<file path="src/design/oscg_pkg.sv">
// constants and types for the oscillator settling and clock generator block
package oscg_pkg;
   localparam logic [15:0] ADDR_SETTLE_SELECT = 16'hFFA4;
   localparam logic [15:0] ADDR_SETTLE_STATUS = 16'hFFA3;
   localparam logic [15:0] ADDR_CLOCK_MODE = 16'hFFEF;
   localparam logic [15:0] ADDR_MAIN_OSC_CTRL = 16'hFFA2;
   localparam logic [15:0] ADDR_INT_OSC_MODE = 16'hFFA0;
   localparam logic [7:0] SETTLE_SELECT_RST = 8'h05;
   localparam logic [7:0] SETTLE_STATUS_RST = 8'h00;
   localparam logic [7:0] CLOCK_MODE_RST = 8'h00;
   localparam logic [7:0] CLOCK_MODE_MASK = 8'hF1;
   localparam logic [7:0] MAIN_OSC_CTRL_RST = 8'h80;
   localparam logic [7:0] INT_OSC_MODE_RST = 8'h00;
   localparam int SETTLE_CODE_W = 3;
   localparam int SUB_OSC_SELECT_BIT = 4;
   localparam int CRYSTAL_OSC_STOP_BIT = 7;
   localparam int FAST_OSC_STOP_BIT = 0;
   localparam int SLOW_OSC_STOP_BIT = 1;
   localparam logic [2:0] CODE_2P11 = 3'h1;
   localparam logic [2:0] CODE_2P13 = 3'h2;
   localparam logic [2:0] CODE_2P14 = 3'h3;
   localparam logic [2:0] CODE_2P15 = 3'h4;
   localparam logic [2:0] CODE_2P16 = 3'h5;
   localparam int EXP_2P11 = 11;
   localparam int EXP_2P13 = 13;
   localparam int EXP_2P14 = 14;
   localparam int EXP_2P15 = 15;
   localparam int EXP_2P16 = 16;
   localparam int SETTLE_CNT_W = EXP_2P16 + 1;
   localparam int STATUS_W = 5;
   localparam int PRESC_W = 5;
   // status bit i (bit 4 is the shortest wait) reached at 2**SETTLE_EXP[i]
   localparam int SETTLE_EXP [STATUS_W] = '{EXP_2P16, EXP_2P15, EXP_2P14, EXP_2P13, EXP_2P11};
   localparam logic [1:0] CPU_INT_FAST = 2'h0;
   localparam logic [1:0] CPU_CRYSTAL = 2'h1;
   localparam logic [1:0] CPU_SUBSYS = 2'h2;
   typedef enum logic [1:0] {ST_RUN, ST_STOPPED, ST_SETTLE} oscg_state_e;
endpackage

</file>
<file path="src/design/oscg_top.sv">
// oscillator settling wait, settle status and clock source control
// What the block and its software must do
// reset loads settle select with 05H
// codes 1..5 pick 2^11..2^16 crystal periods
// wait applies only on crystal-clocked STOP release
// software polls status on other clocks
// software writes select as whole byte
// software sets select before STOP
// software leaves select alone during wait
// counter stops at selected wait
// software picks select no shorter than polled
// wait counts only real crystal periods
// fast internal oscillator starts after reset
// CPU starts on fast internal clock
// mode register starts and stops fast oscillator
// slow clock never becomes CPU clock
// option decides if slow oscillator stoppable
// slow oscillator and watchdog run after reset
// prescaler divides main clock when selected
// subsystem pins are I/O when unselected
// status bits set ascending and stay
// status clears on reset, STOP, crystal stop
// CPU clock held until wait done
// restartable counter drives wait and status
`timescale 1ns/1ns
module oscg_top
   import oscg_pkg::*;
(
   input wire logic i_ref_clk,
   input wire logic i_nrst,
   input wire logic [15:0] i_bus_addr,
   input wire logic [7:0] i_bus_wdata,
   input wire logic i_bus_wr,
   input wire logic i_bus_rd,
   output logic [7:0] o_bus_rdata,
   input wire logic i_xtal_clk,
   input wire logic i_stop_exec,
   input wire logic i_stop_release,
   input wire logic [1:0] i_cpu_clk_sel,
   input wire logic i_slow_osc_stoppable,
   output logic o_cpu_clk_hold,
   output logic [1:0] o_cpu_src,
   output logic o_fast_osc_en,
   output logic o_slow_osc_en,
   output logic o_xtal_osc_en,
   output logic o_sub_pins_io,
   output logic [PRESC_W-1:0] o_presc_div
);
   logic [7:0] osc_settle_select_reg, osc_settle_select_next;
   logic [7:0] clock_mode_reg, clock_mode_next;
   logic [7:0] main_osc_control_reg, main_osc_control_next;
   logic [7:0] internal_osc_mode_reg, internal_osc_mode_next;
   logic [7:0] rdata_reg, rdata_next;
   oscg_state_e state_reg, state_next;
   logic [1:0] cpu_src_reg, cpu_src_next;
   logic [PRESC_W-1:0] presc_reg, presc_next;
   logic xtal_s1_reg, xtal_s2_reg, xtal_s3_reg;
   logic xtal_edge, cnt_clear, cnt_restart, settle_done;
   logic [STATUS_W-1:0] osc_settle_status;
   logic wr_select, wr_moc_stop;

   // crystal pin is foreign to i_ref_clk: two flops, then edge detect on the second
   always_ff @(posedge i_ref_clk or negedge i_nrst) begin
      if (!i_nrst) begin
         xtal_s1_reg <= 1'b0;
         xtal_s2_reg <= 1'b0;
         xtal_s3_reg <= 1'b0;
      end else begin
         xtal_s1_reg <= i_xtal_clk;
         xtal_s2_reg <= xtal_s1_reg;
         xtal_s3_reg <= xtal_s2_reg;
      end
   end
   // crystal must stay well below half of i_ref_clk for edges to be seen
   assign xtal_edge = xtal_s2_reg && !xtal_s3_reg && o_xtal_osc_en;

   assign wr_select = i_bus_wr && (i_bus_addr == ADDR_SETTLE_SELECT);
   assign wr_moc_stop = i_bus_wr && (i_bus_addr == ADDR_MAIN_OSC_CTRL) && i_bus_wdata[CRYSTAL_OSC_STOP_BIT];
   assign cnt_clear = i_stop_exec || wr_moc_stop || main_osc_control_reg[CRYSTAL_OSC_STOP_BIT];
   assign cnt_restart = (state_reg == ST_STOPPED) && i_stop_release;

   oscg_settle_counter #(
      .CNT_W(SETTLE_CNT_W)
   ) u_counter (
      .i_ref_clk(i_ref_clk),
      .i_nrst(i_nrst),
      .i_clear(cnt_clear),
      .i_restart(cnt_restart),
      .i_xtal_edge(xtal_edge),
      .i_code(osc_settle_select_reg[SETTLE_CODE_W-1:0]),
      .o_status(osc_settle_status),
      .o_done(settle_done)
   );

   // register file
   always_comb begin
      osc_settle_select_next = osc_settle_select_reg;
      clock_mode_next = clock_mode_reg;
      main_osc_control_next = main_osc_control_reg;
      internal_osc_mode_next = internal_osc_mode_reg;
      rdata_next = rdata_reg;
      if (wr_select) begin
         osc_settle_select_next = {5'h00, i_bus_wdata[SETTLE_CODE_W-1:0]};
      end else if (i_bus_wr && (i_bus_addr == ADDR_CLOCK_MODE)) begin
         clock_mode_next = i_bus_wdata & CLOCK_MODE_MASK;
      end else if (i_bus_wr && (i_bus_addr == ADDR_MAIN_OSC_CTRL)) begin
         main_osc_control_next = i_bus_wdata & MAIN_OSC_CTRL_RST;
      end else if (i_bus_wr && (i_bus_addr == ADDR_INT_OSC_MODE)) begin
         internal_osc_mode_next = {6'h00, i_bus_wdata[SLOW_OSC_STOP_BIT:FAST_OSC_STOP_BIT]};
      end
      if (!i_bus_rd) begin
         rdata_next = 8'h00;
      end else if (i_bus_addr == ADDR_SETTLE_SELECT) begin
         rdata_next = osc_settle_select_reg;
      end else if (i_bus_addr == ADDR_SETTLE_STATUS) begin
         rdata_next = {3'h0, osc_settle_status};
      end else if (i_bus_addr == ADDR_CLOCK_MODE) begin
         rdata_next = clock_mode_reg;
      end else if (i_bus_addr == ADDR_MAIN_OSC_CTRL) begin
         rdata_next = main_osc_control_reg;
      end else if (i_bus_addr == ADDR_INT_OSC_MODE) begin
         rdata_next = internal_osc_mode_reg;
      end else begin
         rdata_next = 8'h00;
      end
   end

   // STOP sequencing, CPU source and prescaler
   always_comb begin
      state_next = state_reg;
      cpu_src_next = cpu_src_reg;
      presc_next = presc_reg;
      case (state_reg)
         ST_RUN: begin
            if (i_stop_exec) begin
               state_next = ST_STOPPED;
            end else if (i_cpu_clk_sel == CPU_CRYSTAL || i_cpu_clk_sel == CPU_SUBSYS) begin
               cpu_src_next = i_cpu_clk_sel;
            end else begin
               cpu_src_next = CPU_INT_FAST;
            end
         end
         ST_STOPPED: begin
            if (i_stop_release) begin
               state_next = (cpu_src_reg == CPU_CRYSTAL) ? ST_SETTLE : ST_RUN;
            end
         end
         ST_SETTLE: begin
            if (settle_done) begin
               state_next = ST_RUN;
            end
         end
         default: state_next = ST_RUN;
      endcase
      if (state_reg != ST_RUN || cpu_src_reg == CPU_SUBSYS) begin
         presc_next = '0;
      end else begin
         presc_next = presc_reg + PRESC_W'(1);
      end
   end

   always_ff @(posedge i_ref_clk or negedge i_nrst) begin
      if (!i_nrst) begin
         osc_settle_select_reg <= SETTLE_SELECT_RST;
         clock_mode_reg <= CLOCK_MODE_RST;
         main_osc_control_reg <= MAIN_OSC_CTRL_RST;
         internal_osc_mode_reg <= INT_OSC_MODE_RST;
         rdata_reg <= 8'h00;
         state_reg <= ST_RUN;
         cpu_src_reg <= CPU_INT_FAST;
         presc_reg <= '0;
      end else begin
         osc_settle_select_reg <= osc_settle_select_next;
         clock_mode_reg <= clock_mode_next;
         main_osc_control_reg <= main_osc_control_next;
         internal_osc_mode_reg <= internal_osc_mode_next;
         rdata_reg <= rdata_next;
         state_reg <= state_next;
         cpu_src_reg <= cpu_src_next;
         presc_reg <= presc_next;
      end
   end

   assign o_bus_rdata = rdata_reg;
   assign o_cpu_src = cpu_src_reg;
   assign o_presc_div = presc_reg;
   assign o_cpu_clk_hold = (state_reg != ST_RUN);
   assign o_fast_osc_en = !internal_osc_mode_reg[FAST_OSC_STOP_BIT] && (state_reg != ST_STOPPED);
   assign o_slow_osc_en = !(i_slow_osc_stoppable && internal_osc_mode_reg[SLOW_OSC_STOP_BIT]);
   assign o_xtal_osc_en = !main_osc_control_reg[CRYSTAL_OSC_STOP_BIT] && (state_reg != ST_STOPPED);
   assign o_sub_pins_io = !clock_mode_reg[SUB_OSC_SELECT_BIT];
endmodule // oscg_top

</file>
<file path="src/design/oscg_settle_counter.sv">
// crystal settling counter with sticky threshold status
`timescale 1ns/1ns
module oscg_settle_counter
   import oscg_pkg::*;
#(
   parameter int CNT_W = SETTLE_CNT_W
) (
   input wire logic i_ref_clk,
   input wire logic i_nrst,
   input wire logic i_clear,
   input wire logic i_restart,
   input wire logic i_xtal_edge,
   input wire logic [SETTLE_CODE_W-1:0] i_code,
   output logic [STATUS_W-1:0] o_status,
   output logic o_done
);
   logic [CNT_W-1:0] cnt_reg, cnt_next;
   logic [STATUS_W-1:0] status_reg, status_next, reached;
   logic [CNT_W-1:0] limit;

   // prohibited codes fall back to the longest wait, the safe side
   function automatic int code_exp(input logic [SETTLE_CODE_W-1:0] code);
      case (code)
         CODE_2P11: code_exp = EXP_2P11;
         CODE_2P13: code_exp = EXP_2P13;
         CODE_2P14: code_exp = EXP_2P14;
         CODE_2P15: code_exp = EXP_2P15;
         default: code_exp = EXP_2P16;
      endcase
   endfunction

   assign limit = CNT_W'(1) << code_exp(i_code);
   assign o_done = (cnt_reg >= limit);

   genvar g;
   generate
      for (g = 0; g < STATUS_W; g++) begin : g_thr
         assign reached[g] = (cnt_reg >= (CNT_W'(1) << SETTLE_EXP[g]));
      end
   endgenerate

   always_comb begin
      cnt_next = cnt_reg;
      if (i_clear || i_restart) begin
         cnt_next = '0;
      end else if (i_xtal_edge && !o_done) begin
         cnt_next = cnt_reg + CNT_W'(1);
      end
      // clearing beats a threshold hit: the hit belongs to the count being discarded
      status_next = (i_clear || i_restart) ? '0 : (status_reg | reached);
   end

   always_ff @(posedge i_ref_clk or negedge i_nrst) begin
      if (!i_nrst) begin
         cnt_reg <= '0;
         status_reg <= STATUS_W'(SETTLE_STATUS_RST);
      end else begin
         cnt_reg <= cnt_next;
         status_reg <= status_next;
      end
   end

   assign o_status = status_reg;
endmodule // oscg_settle_counter

</file>
<file path="config.mk">
export PLATFORM = sky130hd
export DESIGN_NAME = oscg_top
export DESIGN_NICKNAME = d
export VERILOG_FILES = /design/src/design/oscg_pkg.sv /design/src/design/oscg_top.sv /design/src/design/oscg_settle_counter.sv
export SDC_FILE = /design/constraint.sdc
export NUM_CORES = 1
export LEC_CHECK = 0
export ABC_CLOCK_PERIOD_IN_PS = 5400
export BUFFER_PORTS_ARGS = -buffer_cell sky130_fd_sc_hd__buf_2
export CAP_MARGIN = 20
export CORE_ASPECT_RATIO = 0.9
export CORE_MARGIN = 2
export CORE_UTILIZATION = 30
export DETAILED_ROUTE_END_ITERATION = 10
export PLACE_DENSITY = 0.48
export REMOVE_ABC_BUFFERS = 1
export SETUP_SLACK_MARGIN = 0.3
export SYNTH_ARGS = -nofsm -noshare
export SYNTH_HDL_FRONTEND = slang
export SYNTH_SLANG_ARGS = --single-unit
</file>
<file path="constraint.sdc">
create_clock -name i_ref_clk -period 5.4 [get_ports i_ref_clk]
set_clock_uncertainty 0.05 [all_clocks]
set_input_delay 0.27 -clock i_ref_clk [delete_from_list [all_inputs] [get_ports i_ref_clk]]
set_output_delay 0.27 -clock i_ref_clk [all_outputs]
set_load 0.01 [all_outputs]
</file>
==> results.md, run 1 <==
- Status: finished, final reports clean
- Routability cong.: 0.7788
- Finish-stage setup viols: 0
- Ys flop type: dfrtp_1
- Diodes inserted: 0
- Root Buffer: clkbuf_8
- Sequential-to-total area share from yosys stat: 46.79%
- Hold buffer count at cts: 0
- Total negative slack: 0 ps
- Vias in the first global route: ~2200
- Compound-gate portion of the synthesized area: 13.25%
- Die Ht: 96.35 µm
- First-pass GRT wire length: roughly 11000 µm
- Cell taking the most area after synthesis: dfrtp_1
- Period minus WS final: roughly 2800 ps
- FF-to-FF setup slack: about 2600 ps
- Number of max-cap violations: 0
- Post-route ant nets: 0
- Syn avg cell area: ~10 µm²
- Setup Fix Bufs, Post-CTS: 0
- Peak VDD IR: 0.1097 mV
- Seq pwr share: 48.5%
- Combinational Power Share: approximately a fifth
- Final period util: about 53%
- IO Pins: 54
- Rel. slew slack: between 20% and 30%
- First drt pass iteration count: 4
- Unique cell type count in the Yosys netlist: 46
- Worst-margin pin slew: around 1100 ps
- Largest family of logic cells by synthesized area: simple AND/OR/NAND/NOR gates
- Post-synth ARST share: 100.0%
- Slew Limit Fails: 0
- Wire length per cell: 14.49 µm
- Area contributors post-synth: dfrtp_1 (44%), ha_1 (5.7%), or4_1 (4.2%), mux2_2 (4.0%), o31ai_1 (4.0%)
- Critical Path RT: roughly 5600 ps
- Kind of end point of the critical path: register
- Via count: between 2000 and 2500
- Die width: between 100 and 150 µm
- Pwr dens: 271.5 nW/µm²
- Routed WL: 6709 µm
- Max FFs per register: 17
- Full die area: 10270 µm²
- Post-synth top area share: between 40% and 50%
- Startpoint types: register
- Mapped Area: about 2800 µm²
- # fillers: 1000
- Register bit total from synthesis: 53
- Simple-gate area share of the yosys netlist: about a quarter
- Pint: 641.3 µW
- Sink Count: 53
- Post-synth EDFFs: 0
- Vias per inst: just over 5
- Maximum level of the CTS H-tree: 2
- Leakage power: between 1 and 1.5 nW
- Sw Share: between 20% and 30%
- Total global-route track usage: between 10% and 20%
- Clock buffer depth: 2
- First DRT Iteration DRCs: 140
- Part of the power in the clock network: between 30% and 40%
- Initial antenna violation count: 0
- Core Region: approximately 9200 µm²
- TritonCTS buffer count: 5
- Critical path class: reg -> reg
- Nets: between 300 and 400
- Ys Warns: 0
- Net Switching: roughly 270 µW
- DP HPWL: roughly 4800 µm
- Pre-CTS setup slack: 2592 ps
- Fmax: around 0.35 GHz
- Synth Instances: 284
- Reg clk slew, reported paths: about 100 ps
- Mux contribution to synthesized area: 4.313%
- Hold WC Path Type: in -> async
- TritonCTS clock tree: done
- Post-Synth Adder-Cell Area: under 10%
- Initial Util: 31.01%
- Layout cells sized above 1: 24.63%
- Clk_lat worst skew: roughly 310 ps
- Worst Slack Setup Final: roughly 2600 ps
- Std-Cell Rows: 33
- Area grow syn2layout: 18.31%
- # port buffers: 52
- Post-cts resize count: 0
- CP max FO: 34
- GRT overflow: 0
- Worst EP arrival: 3020 ps
- RSZ-0062 raised after global routing: no
- Pin count of the biggest net entering global routing: 54
- # DRC: 0
- Hold Vio Cnt, Final: 0
- XOR/XNOR share of the synthesized area: 1.232%
[metal layers]
layer / global-route usage [%] / routed length (µm) / up-vias
li1: - / - / 1177
met1: 19.39 / 3422 / 1147
met2: 20.81 / 3012 / 33
met3: 1.828 / 189 / 7
met4: 4.221 / 83 / 0
met5: 0 / 0 / -
[power by group through the flow]
stage / combinational, mW / clock, mW / sequential [mW]
after floorplan: 0.0997 / 0 / 0.454
after global placement: 0.190 / 0 / 0.450
after detailed placement: 0.191 / 0 / 0.451
after CTS: 0.191 / 0.293 / 0.443
after global routing: 0.213 / 0.306 / 0.447
final: 0.188 / 0.282 / 0.443
[placed cells by master (no fill, tap or decap), types with 4 or more instances in the layout]
| master | Yosys | layout |
|---|---|---|
| buf_2 | 4 | 52 |
| dfrtp_1 | 50 | 50 |
| nor2_1 | 26 | 26 |
| a21oi_1 | 17 | 17 |
| nand2_1 | 16 | 16 |
| or4_1 | 16 | 16 |
| o31ai_1 | 15 | 15 |
| ha_1 | 13 | 13 |
| nand4_1 | 12 | 12 |
| inv_1 | 11 | 11 |
| nor3_1 | 11 | 11 |
| mux2_2 | 10 | 10 |
| nand3_1 | 9 | 9 |
| clkbuf_8 | 0 | 6 |
| nand3b_1 | 5 | 5 |
| or2_2 | 5 | 5 |
| conb_1 | 1 | 5 |
| nor4_1 | 4 | 4 |
| o21ai_0 | 4 | 4 |
[synthesized netlist by cell type (4+ instances only)]
library cell and n:
nand4_1 12, mux2_2 10, dfrtp_1 50, or2_2 5
ha_1 13, o31ai_1 15, nor4_1 4, clkbuf_1 5
nand3b_1 5, o21ai_0 4, buf_2 4, nand2_1 16
nor3_1 11, a21oi_1 17, inv_1 11, nor2_1 26
or4_1 16, nand3_1 9
[path summary, 6_finish.rpt]
path                                          start                    to  cells after the start
max                        osc_settle_select_reg[1]  u_counter.cnt_reg[7]                      6
min                                          i_nrst  u_counter.cnt_reg[2]                      2
max reg2reg                osc_settle_select_reg[1]  u_counter.cnt_reg[7]                      6
min reg2reg                             xtal_s1_reg           xtal_s2_reg                      0
max in group asynchronous                    i_nrst     clock_mode_reg[5]                      2
min in group i_ref_clk                   i_xtal_clk           xtal_s1_reg                      1
[final cells by class]
type                    count  area [µm²]  area share, %
flip-flops and latches     53        1330          39.55
inverters                  11       41.29          1.228
clock inverters             1       30.03         0.8929
repair buffers             54       275.3          8.185
multi-input cells         215        1448          43.04
well taps                 122       152.6          4.539
clock buffers               7       86.33          2.567
[per-stage QoR]
| step | instances | hold slack (ps) | total power, mW | util, % | instance area [µm²] |
|---|---|---|---|---|---|
| after global routing | 463 | 12.48 | 0.9664 | 36.69 | 3363 |
| after floorplan | 279 | -75.59 | 0.5536 | - | 2819 |
| after detailed placement | 455 | 284.7 | 0.6417 | 35.42 | 3247 |
| after global placement | 455 | 309.9 | 0.6402 | 35.42 | 3247 |
| after CTS | 463 | 15.69 | 0.9271 | 36.69 | 3363 |
| final | 463 | 7.137 | 0.9132 | 36.69 | 3363 |
[worst max-delay path, cell delays in order (launching register included)]
cell and delay [ps]:
dfrtp_1 420, or3b_2 470, ha_1 290, and4_1 230, o21a_1 480, or4_1 650
a21oi_1 180
[cell families (layout without fill, tap and decap cells)]
| logic type | Yosys count | count (layout) |
|---|---|---|
| compound gates | 56 | 56 |
| xor+xnor | 4 | 4 |
| fa+ha+maj | 13 | 13 |
| buf+inv | 20 | 73 |
| flops | 53 | 53 |
| mux | 11 | 11 |
| other cells | 1 | 5 |
| simple gates | 126 | 126 |
No activity file was read; power rests on OpenSTA's default activity.
==> inputs of run 2 (changes only) <==
--- a/config.mk
+++ b/config.mk
@@ -5,14 +5,14 @@
 export SDC_FILE = /design/constraint.sdc
 export NUM_CORES = 1
 export LEC_CHECK = 0
-export ABC_CLOCK_PERIOD_IN_PS = 5400
+export ABC_CLOCK_PERIOD_IN_PS = 2600
 export BUFFER_PORTS_ARGS = -buffer_cell sky130_fd_sc_hd__buf_2
 export CAP_MARGIN = 20
 export CORE_ASPECT_RATIO = 0.9
 export CORE_MARGIN = 2
 export CORE_UTILIZATION = 30
 export DETAILED_ROUTE_END_ITERATION = 10
-export PLACE_DENSITY = 0.48
+export PLACE_DENSITY = 0.5
 export REMOVE_ABC_BUFFERS = 1
 export SETUP_SLACK_MARGIN = 0.3
 export SYNTH_ARGS = -nofsm -noshare
==> constraint.sdc (replaced) <==
create_clock -name i_ref_clk -period 2.6 [get_ports i_ref_clk]
set_clock_uncertainty 0.05 [all_clocks]
set_input_delay 0.13 -clock i_ref_clk [delete_from_list [all_inputs] [get_ports i_ref_clk]]
set_output_delay 0.13 -clock i_ref_clk [all_outputs]
set_load 0.01 [all_outputs]
==> run 2 against run 1 <==
Net effect: the run now ends with negative setup slack left; highest routed layer unchanged; non-clock buffer count up 35; sequential power up 110%; utilization up 4.4 points; critical path depth up 4; global-route usage up 1.1 points; clock power up 110%; setup slack worse by 2600 ps; via count up 6.4%.
==> results.md, run 2 (synthesized netlist as in run 1, its figures left out) <==
- Die width: 106.6 µm (unchanged)
- Critical Path RT: 2780 ps (-2790 ps)
- Startpoint types: register
- Area grow syn2layout: 32.57%
- First drt pass iteration count: 5 (+1)
- CP peak stage delay: 400 ps (-250 ps)
- Total negative slack: -32.86 ps (-32.86 ps)
- CP max FO: 6 (-82%)
- # DRC: 0 (unchanged)
- Register area: 1330 µm² (unchanged)
- Area of the multi-input gates: 1509 µm² (+4.2%)
- First-pass GRT wire length: 11680 µm (+7.2%)
- Status: finished, violations left
- Final instance area: 3769 µm² (+12%)
- # fillers: 931 (-6.9%)
- Hold WC Path Type: in -> reg
- Sink Count: 53 (unchanged)
- RSZ-0062 raised after global routing: yes
- Initial antenna violation count: 0 (unchanged)
- Clock buffer depth: 2 (unchanged)
- Routability cong.: 0.7814 (+0.33%)
- Rel. slew slack: 39.04% (+9.7 points)
- Std-Cell Rows: 33 (unchanged)
- Slew Limit Fails: 0 (unchanged)
- Period minus WS final: 2617 ps (-231.5 ps)
- Diodes inserted: 0 (unchanged)
- Vias in the first global route: 2321 (+7.0%)
- Pin count of the biggest net entering global routing: 40 (-26%)
- Leakage power: 1.679 nW (+14%)
- Root Buffer: clkbuf_8
- Core Region: 9166 µm² (unchanged)
- DP HPWL: 5060 µm (+5.7%)
- Commonest non-fill, non-tap cell in the layout: buf_2
- Kind of end point of the critical path: register
- Number of max-cap violations: 0 (unchanged)
- Initial Util: 31.01% (unchanged)
- Cell Area, Placed: 3385 µm² (+4.2%)
- Reg clk slew, reported paths: 90 ps (about the same)
- IO Pins: 54 (unchanged)
- Final Power: 1.972 mW (+120%)
- Vias per inst: 5.052 (-1.1%)
- Die Ht: 96.35 µm (unchanged)
- TritonCTS buffer count: 5 (unchanged)
- Finish-stage setup viols: 2 (+2)
- Fmax: 0.3821 GHz (+8.8%)
- Full die area: 10270 µm² (unchanged)
- CP Buf/Inv Count: 3 (+3)
- Nets: 422 (+9.0%)
- Max FFs per register: 17 (unchanged)
- Critical path class: reg -> reg
- First DRT Iteration DRCs: 176 (+26%)
- Peak VDD IR: 0.2601 mV (+140%)
- Final period util: 100.7% (+48 points)
- GRT overflow: 0 (unchanged)
- TritonCTS clock tree: done
- Clk_lat worst skew: 310 ps (about the same)
- Cells along the critical path: buf_4 -> or3b_4 -> ha_2 -> a211o_1 -> o211ai_1 -> o211ai_1 -> buf_4 -> clkbuf_16 -> or4_1 -> a21oi_1
- Slowest stage cell on the critical path: or4_1
- Hold Vio Cnt, Final: 0 (unchanged)
- Most frequent cells in the layout: buf_2 (52), dfrtp_1 (50), nor2_1 (26), buf_4 (25), nand2_1 (15)
- Layout cells sized above 1: 34.57% (+9.9 points)
- Maximum level of the CTS H-tree: 2 (unchanged)
- Total global-route track usage: 14.49% (+1.1 points)
- Worst-margin pin slew: 914.4 ps (-146.0 ps)
- Worst EP arrival: 2800 ps (-220 ps)
- Worst Slack Setup Final: -16.94 ps (-2569 ps)
- Routed WL: 7190 µm (+7.2%)
- Wire length per cell: 14.44 µm (-0.36%)
- Largest delay share family, worst path: simple AND/OR/NAND/NOR gates
- Failing checks: negative setup slack
- Pwr dens: 523.2 nW/µm² (+93%)
- Via count: 2516 (+6.4%)
- Post-route ant nets: 0 (unchanged)
- # port buffers: 52 (unchanged)
run 2: cell count changes in the layout (fill, tap and decap cells not counted), moves of 4 or more:
cell,before,now
dlygate4sd3_1,0,6
a21oi_1,17,13
or4_1,16,11
buf_4,2,25
or4_4,0,5
a21oi_2,0,4
run 2: cell type report:
class	count	area share [%]
tap	122	4.050
clock buffer	6	2.191
inverter	11	1.096
clock inverter	2	0.9960
multi-input combinational	215	40.04
sequential	53	35.29
timing repair buffer	89	16.33
run 2: worst paths after layout:
check                                               from  slack [ps]  cells past startpoint                   end
worst min register to register               xtal_s1_reg         320                      0           xtal_s2_reg
worst max-delay path            osc_settle_select_reg[0]         -20                     10  u_counter.cnt_reg[9]
max in group asynchronous                         i_nrst        1390                      3        o_bus_rdata[6]
worst min-delay path                      i_bus_wdata[5]          20                      2     clock_mode_reg[5]
worst max register to register  osc_settle_select_reg[0]         -20                     10  u_counter.cnt_reg[9]
min in group asynchronous                         i_nrst         440                      2  u_counter.cnt_reg[0]
run 2: report_power, final:
part | switching, mW | internal (mW)
Sequential | 0.0445 | 0.874
Clock | 0.275 | 0.313
Combinational | 0.265 | 0.200
Total | 0.584 | 1.39
run 2: metrics by stage:
step                hold slack [ps]  util (%)  cells  worst slack, ps
detailed placement            194.9     36.92    470            3.928
global route                  9.423     41.11    498           -145.3
floorplan                    -215.6         -    279            12.40
CTS                           2.452     39.91    493            4.278
finish                        23.26     41.11    498           -16.94
global placement              189.7     36.92    470            45.03
run 2: per-layer routing:
metal  vias to the layer above  GRT usage [%]  share of wire [%]
met3                         6          2.708                3.3
met4                         0          4.004                1.1
met2                        44          22.61                 47
met1                      1210          20.62                 49
li1                       1256              -                  -
met5                         -              0                  0
run 2: repair_timing:
item / 4_1_cts / 5_1_grt
pin swaps: 26 / 6
buffers inserted: 9 / 2
cloned: 2 / 1
endpoints found under the setup margin: 17 / 18
hold buffers: 4 / 2
endpoints found under the hold margin: 37 / 2
resized for setup: 5 / 17
==> inputs of run 3 (changes only) <==
--- a/config.mk
+++ b/config.mk
@@ -11,10 +11,12 @@
 export CORE_ASPECT_RATIO = 0.9
 export CORE_MARGIN = 2
 export CORE_UTILIZATION = 30
+export CTS_CLUSTER_DIAMETER = 60
 export DETAILED_ROUTE_END_ITERATION = 10
 export PLACE_DENSITY = 0.5
 export REMOVE_ABC_BUFFERS = 1
 export SETUP_SLACK_MARGIN = 0.3
+export SKIP_LAST_GASP = 1
 export SYNTH_ARGS = -nofsm -noshare
 export SYNTH_HDL_FRONTEND = slang
 export SYNTH_SLANG_ARGS = --single-unit
==> run 3 against run 2 <==
Net effect: largest cell class unchanged; total power up 0.23%; the flow still finishes with violations (negative setup slack); sequential power about the same; die area unchanged; critical path depth unchanged; combinational power about the same.
==> results.md, run 3 (synthesized netlist as in run 1, its figures left out) <==
- Status: finished, violations left
- Failing checks: negative setup slack
- # port buffers: 52 (unchanged)
- Hold path depth: 2 (unchanged)
- Cell Area, Placed: 3385 µm² (unchanged)
- Rel. slew slack: 39.17% (+0.13 points)
- # fillers: 933 (+0.21%)
- Met2 wire length: 3383 µm (+0.65%)
- Pwr dens: 525.0 nW/µm² (+0.33%)
- Fmax: 0.3835 GHz (+0.36%)
- CP peak stage delay: 410 ps (about the same)
- Hold WS: 20.65 ps (-2.606 ps)
- Number of max-cap violations: 0 (unchanged)
- Peak VDD IR: 0.2610 mV (+0.32%)
- Worst EP arrival: 2810 ps (about the same)
- Final period util: 100.3% (-0.36 points)
- Total global-route track usage: 14.49% (unchanged)
- Core Region: 9166 µm² (unchanged)
- RSZ-0062 raised after global routing: yes
- Post-route ant nets: 0 (unchanged)
- Initial antenna violation count: 0 (unchanged)
- GRT overflow: 0 (unchanged)
- FF-to-FF setup slack: -8 ps (about the same)
- Sink Count: 53 (unchanged)
- Maximum level of the CTS H-tree: 2 (unchanged)
- WHS Endpoint: clock_mode_reg[5]
- Std-Cell Rows: 33 (unchanged)
- CP max FO: 6 (unchanged)
- Die Ht: 96.35 µm (unchanged)
- Met1 Wirelength: 3380 µm (-3.8%)
- Leakage power: 1.678 nW (-0.10%)
- R2R depth: 10 (unchanged)
- Full die area: 10270 µm² (unchanged)
- Initial Util: 31.01% (unchanged)
- Slowest stage cell on the critical path: or4_4
- Metal3 WL: 304 µm (+28%)
- Hold Vio Cnt, Final: 0 (unchanged)
- Total negative slack: -7.505 ps (+25.35 ps)
- Critical Path RT: 2800 ps (+20 ps)
- Routed WL: 7147 µm (-0.60%)
- Vias in the first global route: 2321 (unchanged)
- Pre-CTS setup slack: 3.928 ps (unchanged)
- Reg2reg start: osc_settle_select_reg[0]
- Kind of end point of the critical path: register
- Cell total after placement: 470 (unchanged)
- Critical path depth: 10 (unchanged)
- First DRT Iteration DRCs: 186 (+5.7%)
- TritonCTS clock tree: done
- First-pass GRT wire length: 11680 µm (unchanged)
- Commonest non-fill, non-tap cell in the layout: buf_2
- Nets: 422 (unchanged)
- Critical path class: reg -> reg
- Die width: 106.6 µm (unchanged)
- Min-delay src: i_bus_wdata[5]
- Cells along the critical path: buf_4 -> or3b_4 -> ha_2 -> a211o_1 -> o211ai_1 -> o211ai_1 -> buf_4 -> clkbuf_16 -> or4_4 -> a21oi_2
- Wire length per cell: 14.35 µm (-0.60%)
- Worst-margin pin slew: 912.5 ps (-1.936 ps)
- Top layer in use: met4
- Most frequent cells in the layout: buf_2 (52), dfrtp_1 (50), nor2_1 (26), buf_4 (25), nand2_1 (15)
- Reg clk slew, reported paths: 100 ps (about the same)
- IO Pins: 54 (unchanged)
- Diodes inserted: 0 (unchanged)
- Area grow syn2layout: 32.44% (about the same)
- DP HPWL: 5060 µm (unchanged)
- Hold WC Path Type: in -> reg
- Clock buffer depth: 2 (unchanged)
- Final instance area: 3765 µm² (about the same)
- Layout cells sized above 1: 34.31% (-0.27 points)
- Vias per inst: 5.108 (+1.1%)
- Max FFs per register: 17 (unchanged)
- Reg2reg end: u_counter.cnt_reg[4]
- Root Buffer: clkbuf_8
- First drt pass iteration count: 4 (-1)
- Clk_lat worst skew: 310 ps (about the same)
- Period minus WS final: 2608 ps (-9.440 ps)
- Slew Limit Fails: 0 (unchanged)
- Routability cong.: 0.7814 (unchanged)
- Finish-stage setup viols: 1 (-1)
- Startpoint types: register
- Pin count of the biggest net entering global routing: 40 (unchanged)
- CP Buf/Inv Count: 3 (unchanged)
- TritonCTS buffer count: 5 (unchanged)
- Filler-free cell count of the finished design: 498 (unchanged)
- Worst Slack Setup Final: -7.505 ps (+9.440 ps)
- # DRC: 0 (unchanged)
- Largest delay share family, worst path: simple AND/OR/NAND/NOR gates
- Via count: 2544 (+1.1%)
run 3: cell counts in the layout (fill, tap and decap cells not counted):
Identical to the previous run, type by type.
run 3: how the worst max path moves through the flow:
stage	slack, ps	end	startpoint
finish	-8	u_counter.cnt_reg[4]	osc_settle_select_reg[0]
global route	-150	u_counter.cnt_reg[5]	osc_settle_select_reg[0]
CTS	4	u_counter.cnt_reg[3]	osc_settle_select_reg[0]
detailed placement	4	u_counter.cnt_reg[10]	osc_settle_select_reg[2]
global placement	50	u_counter.cnt_reg[6]	osc_settle_select_reg[0]
floorplan	10	u_counter.cnt_reg[10]	osc_settle_select_reg[2]
run 3: metrics by stage:
stage / power (mW) / utilization (%)
after floorplan: 1.150 / -
after global placement: 1.342 / 36.92
after detailed placement: 1.342 / 36.92
after CTS: 1.981 / 39.91
after global routing: 2.081 / 41.07
final: 1.976 / 41.07
run 3: cell type report:
| cell class | count | area [µm²] | share of cell area (%) |
|---|---|---|---|
| timing repair buffer | 89 | 615.6 | 16.35 |
| inverter | 11 | 41.29 | 1.097 |
| clock buffer | 6 | 82.58 | 2.193 |
| sequential | 53 | 1330 | 35.33 |
| tap | 122 | 152.6 | 4.054 |
| clock inverter | 2 | 37.54 | 0.9970 |
| multi-input combinational | 215 | 1505 | 39.98 |
run 3: power by group:
group | leakage (nW) | total, mW | internal, mW | switching, mW
combinational | 0.904 | 0.467 | 0.200 | 0.267
clock | 0.0574 | 0.591 | 0.313 | 0.278
sequential | 0.716 | 0.919 | 0.874 | 0.0447
run 3: layer usage:
layer  vias to the layer above  GRT usage (%)
li1                       1260              -
met1                      1226          20.62
met2                        52          22.61
met3                         6          2.708
met4                         0          4.004
met5                         -              0
run 3: timing repair:
item | CTS | global route
cloned | 2 | 1
resized for setup | 5 | 16
pin swaps | 26 | 6
setup endpoints to repair | 17 | 18
hold buffers | 4 | 2
buffers inserted | 9 | 2
endpoints found under the hold margin | 37 | 2
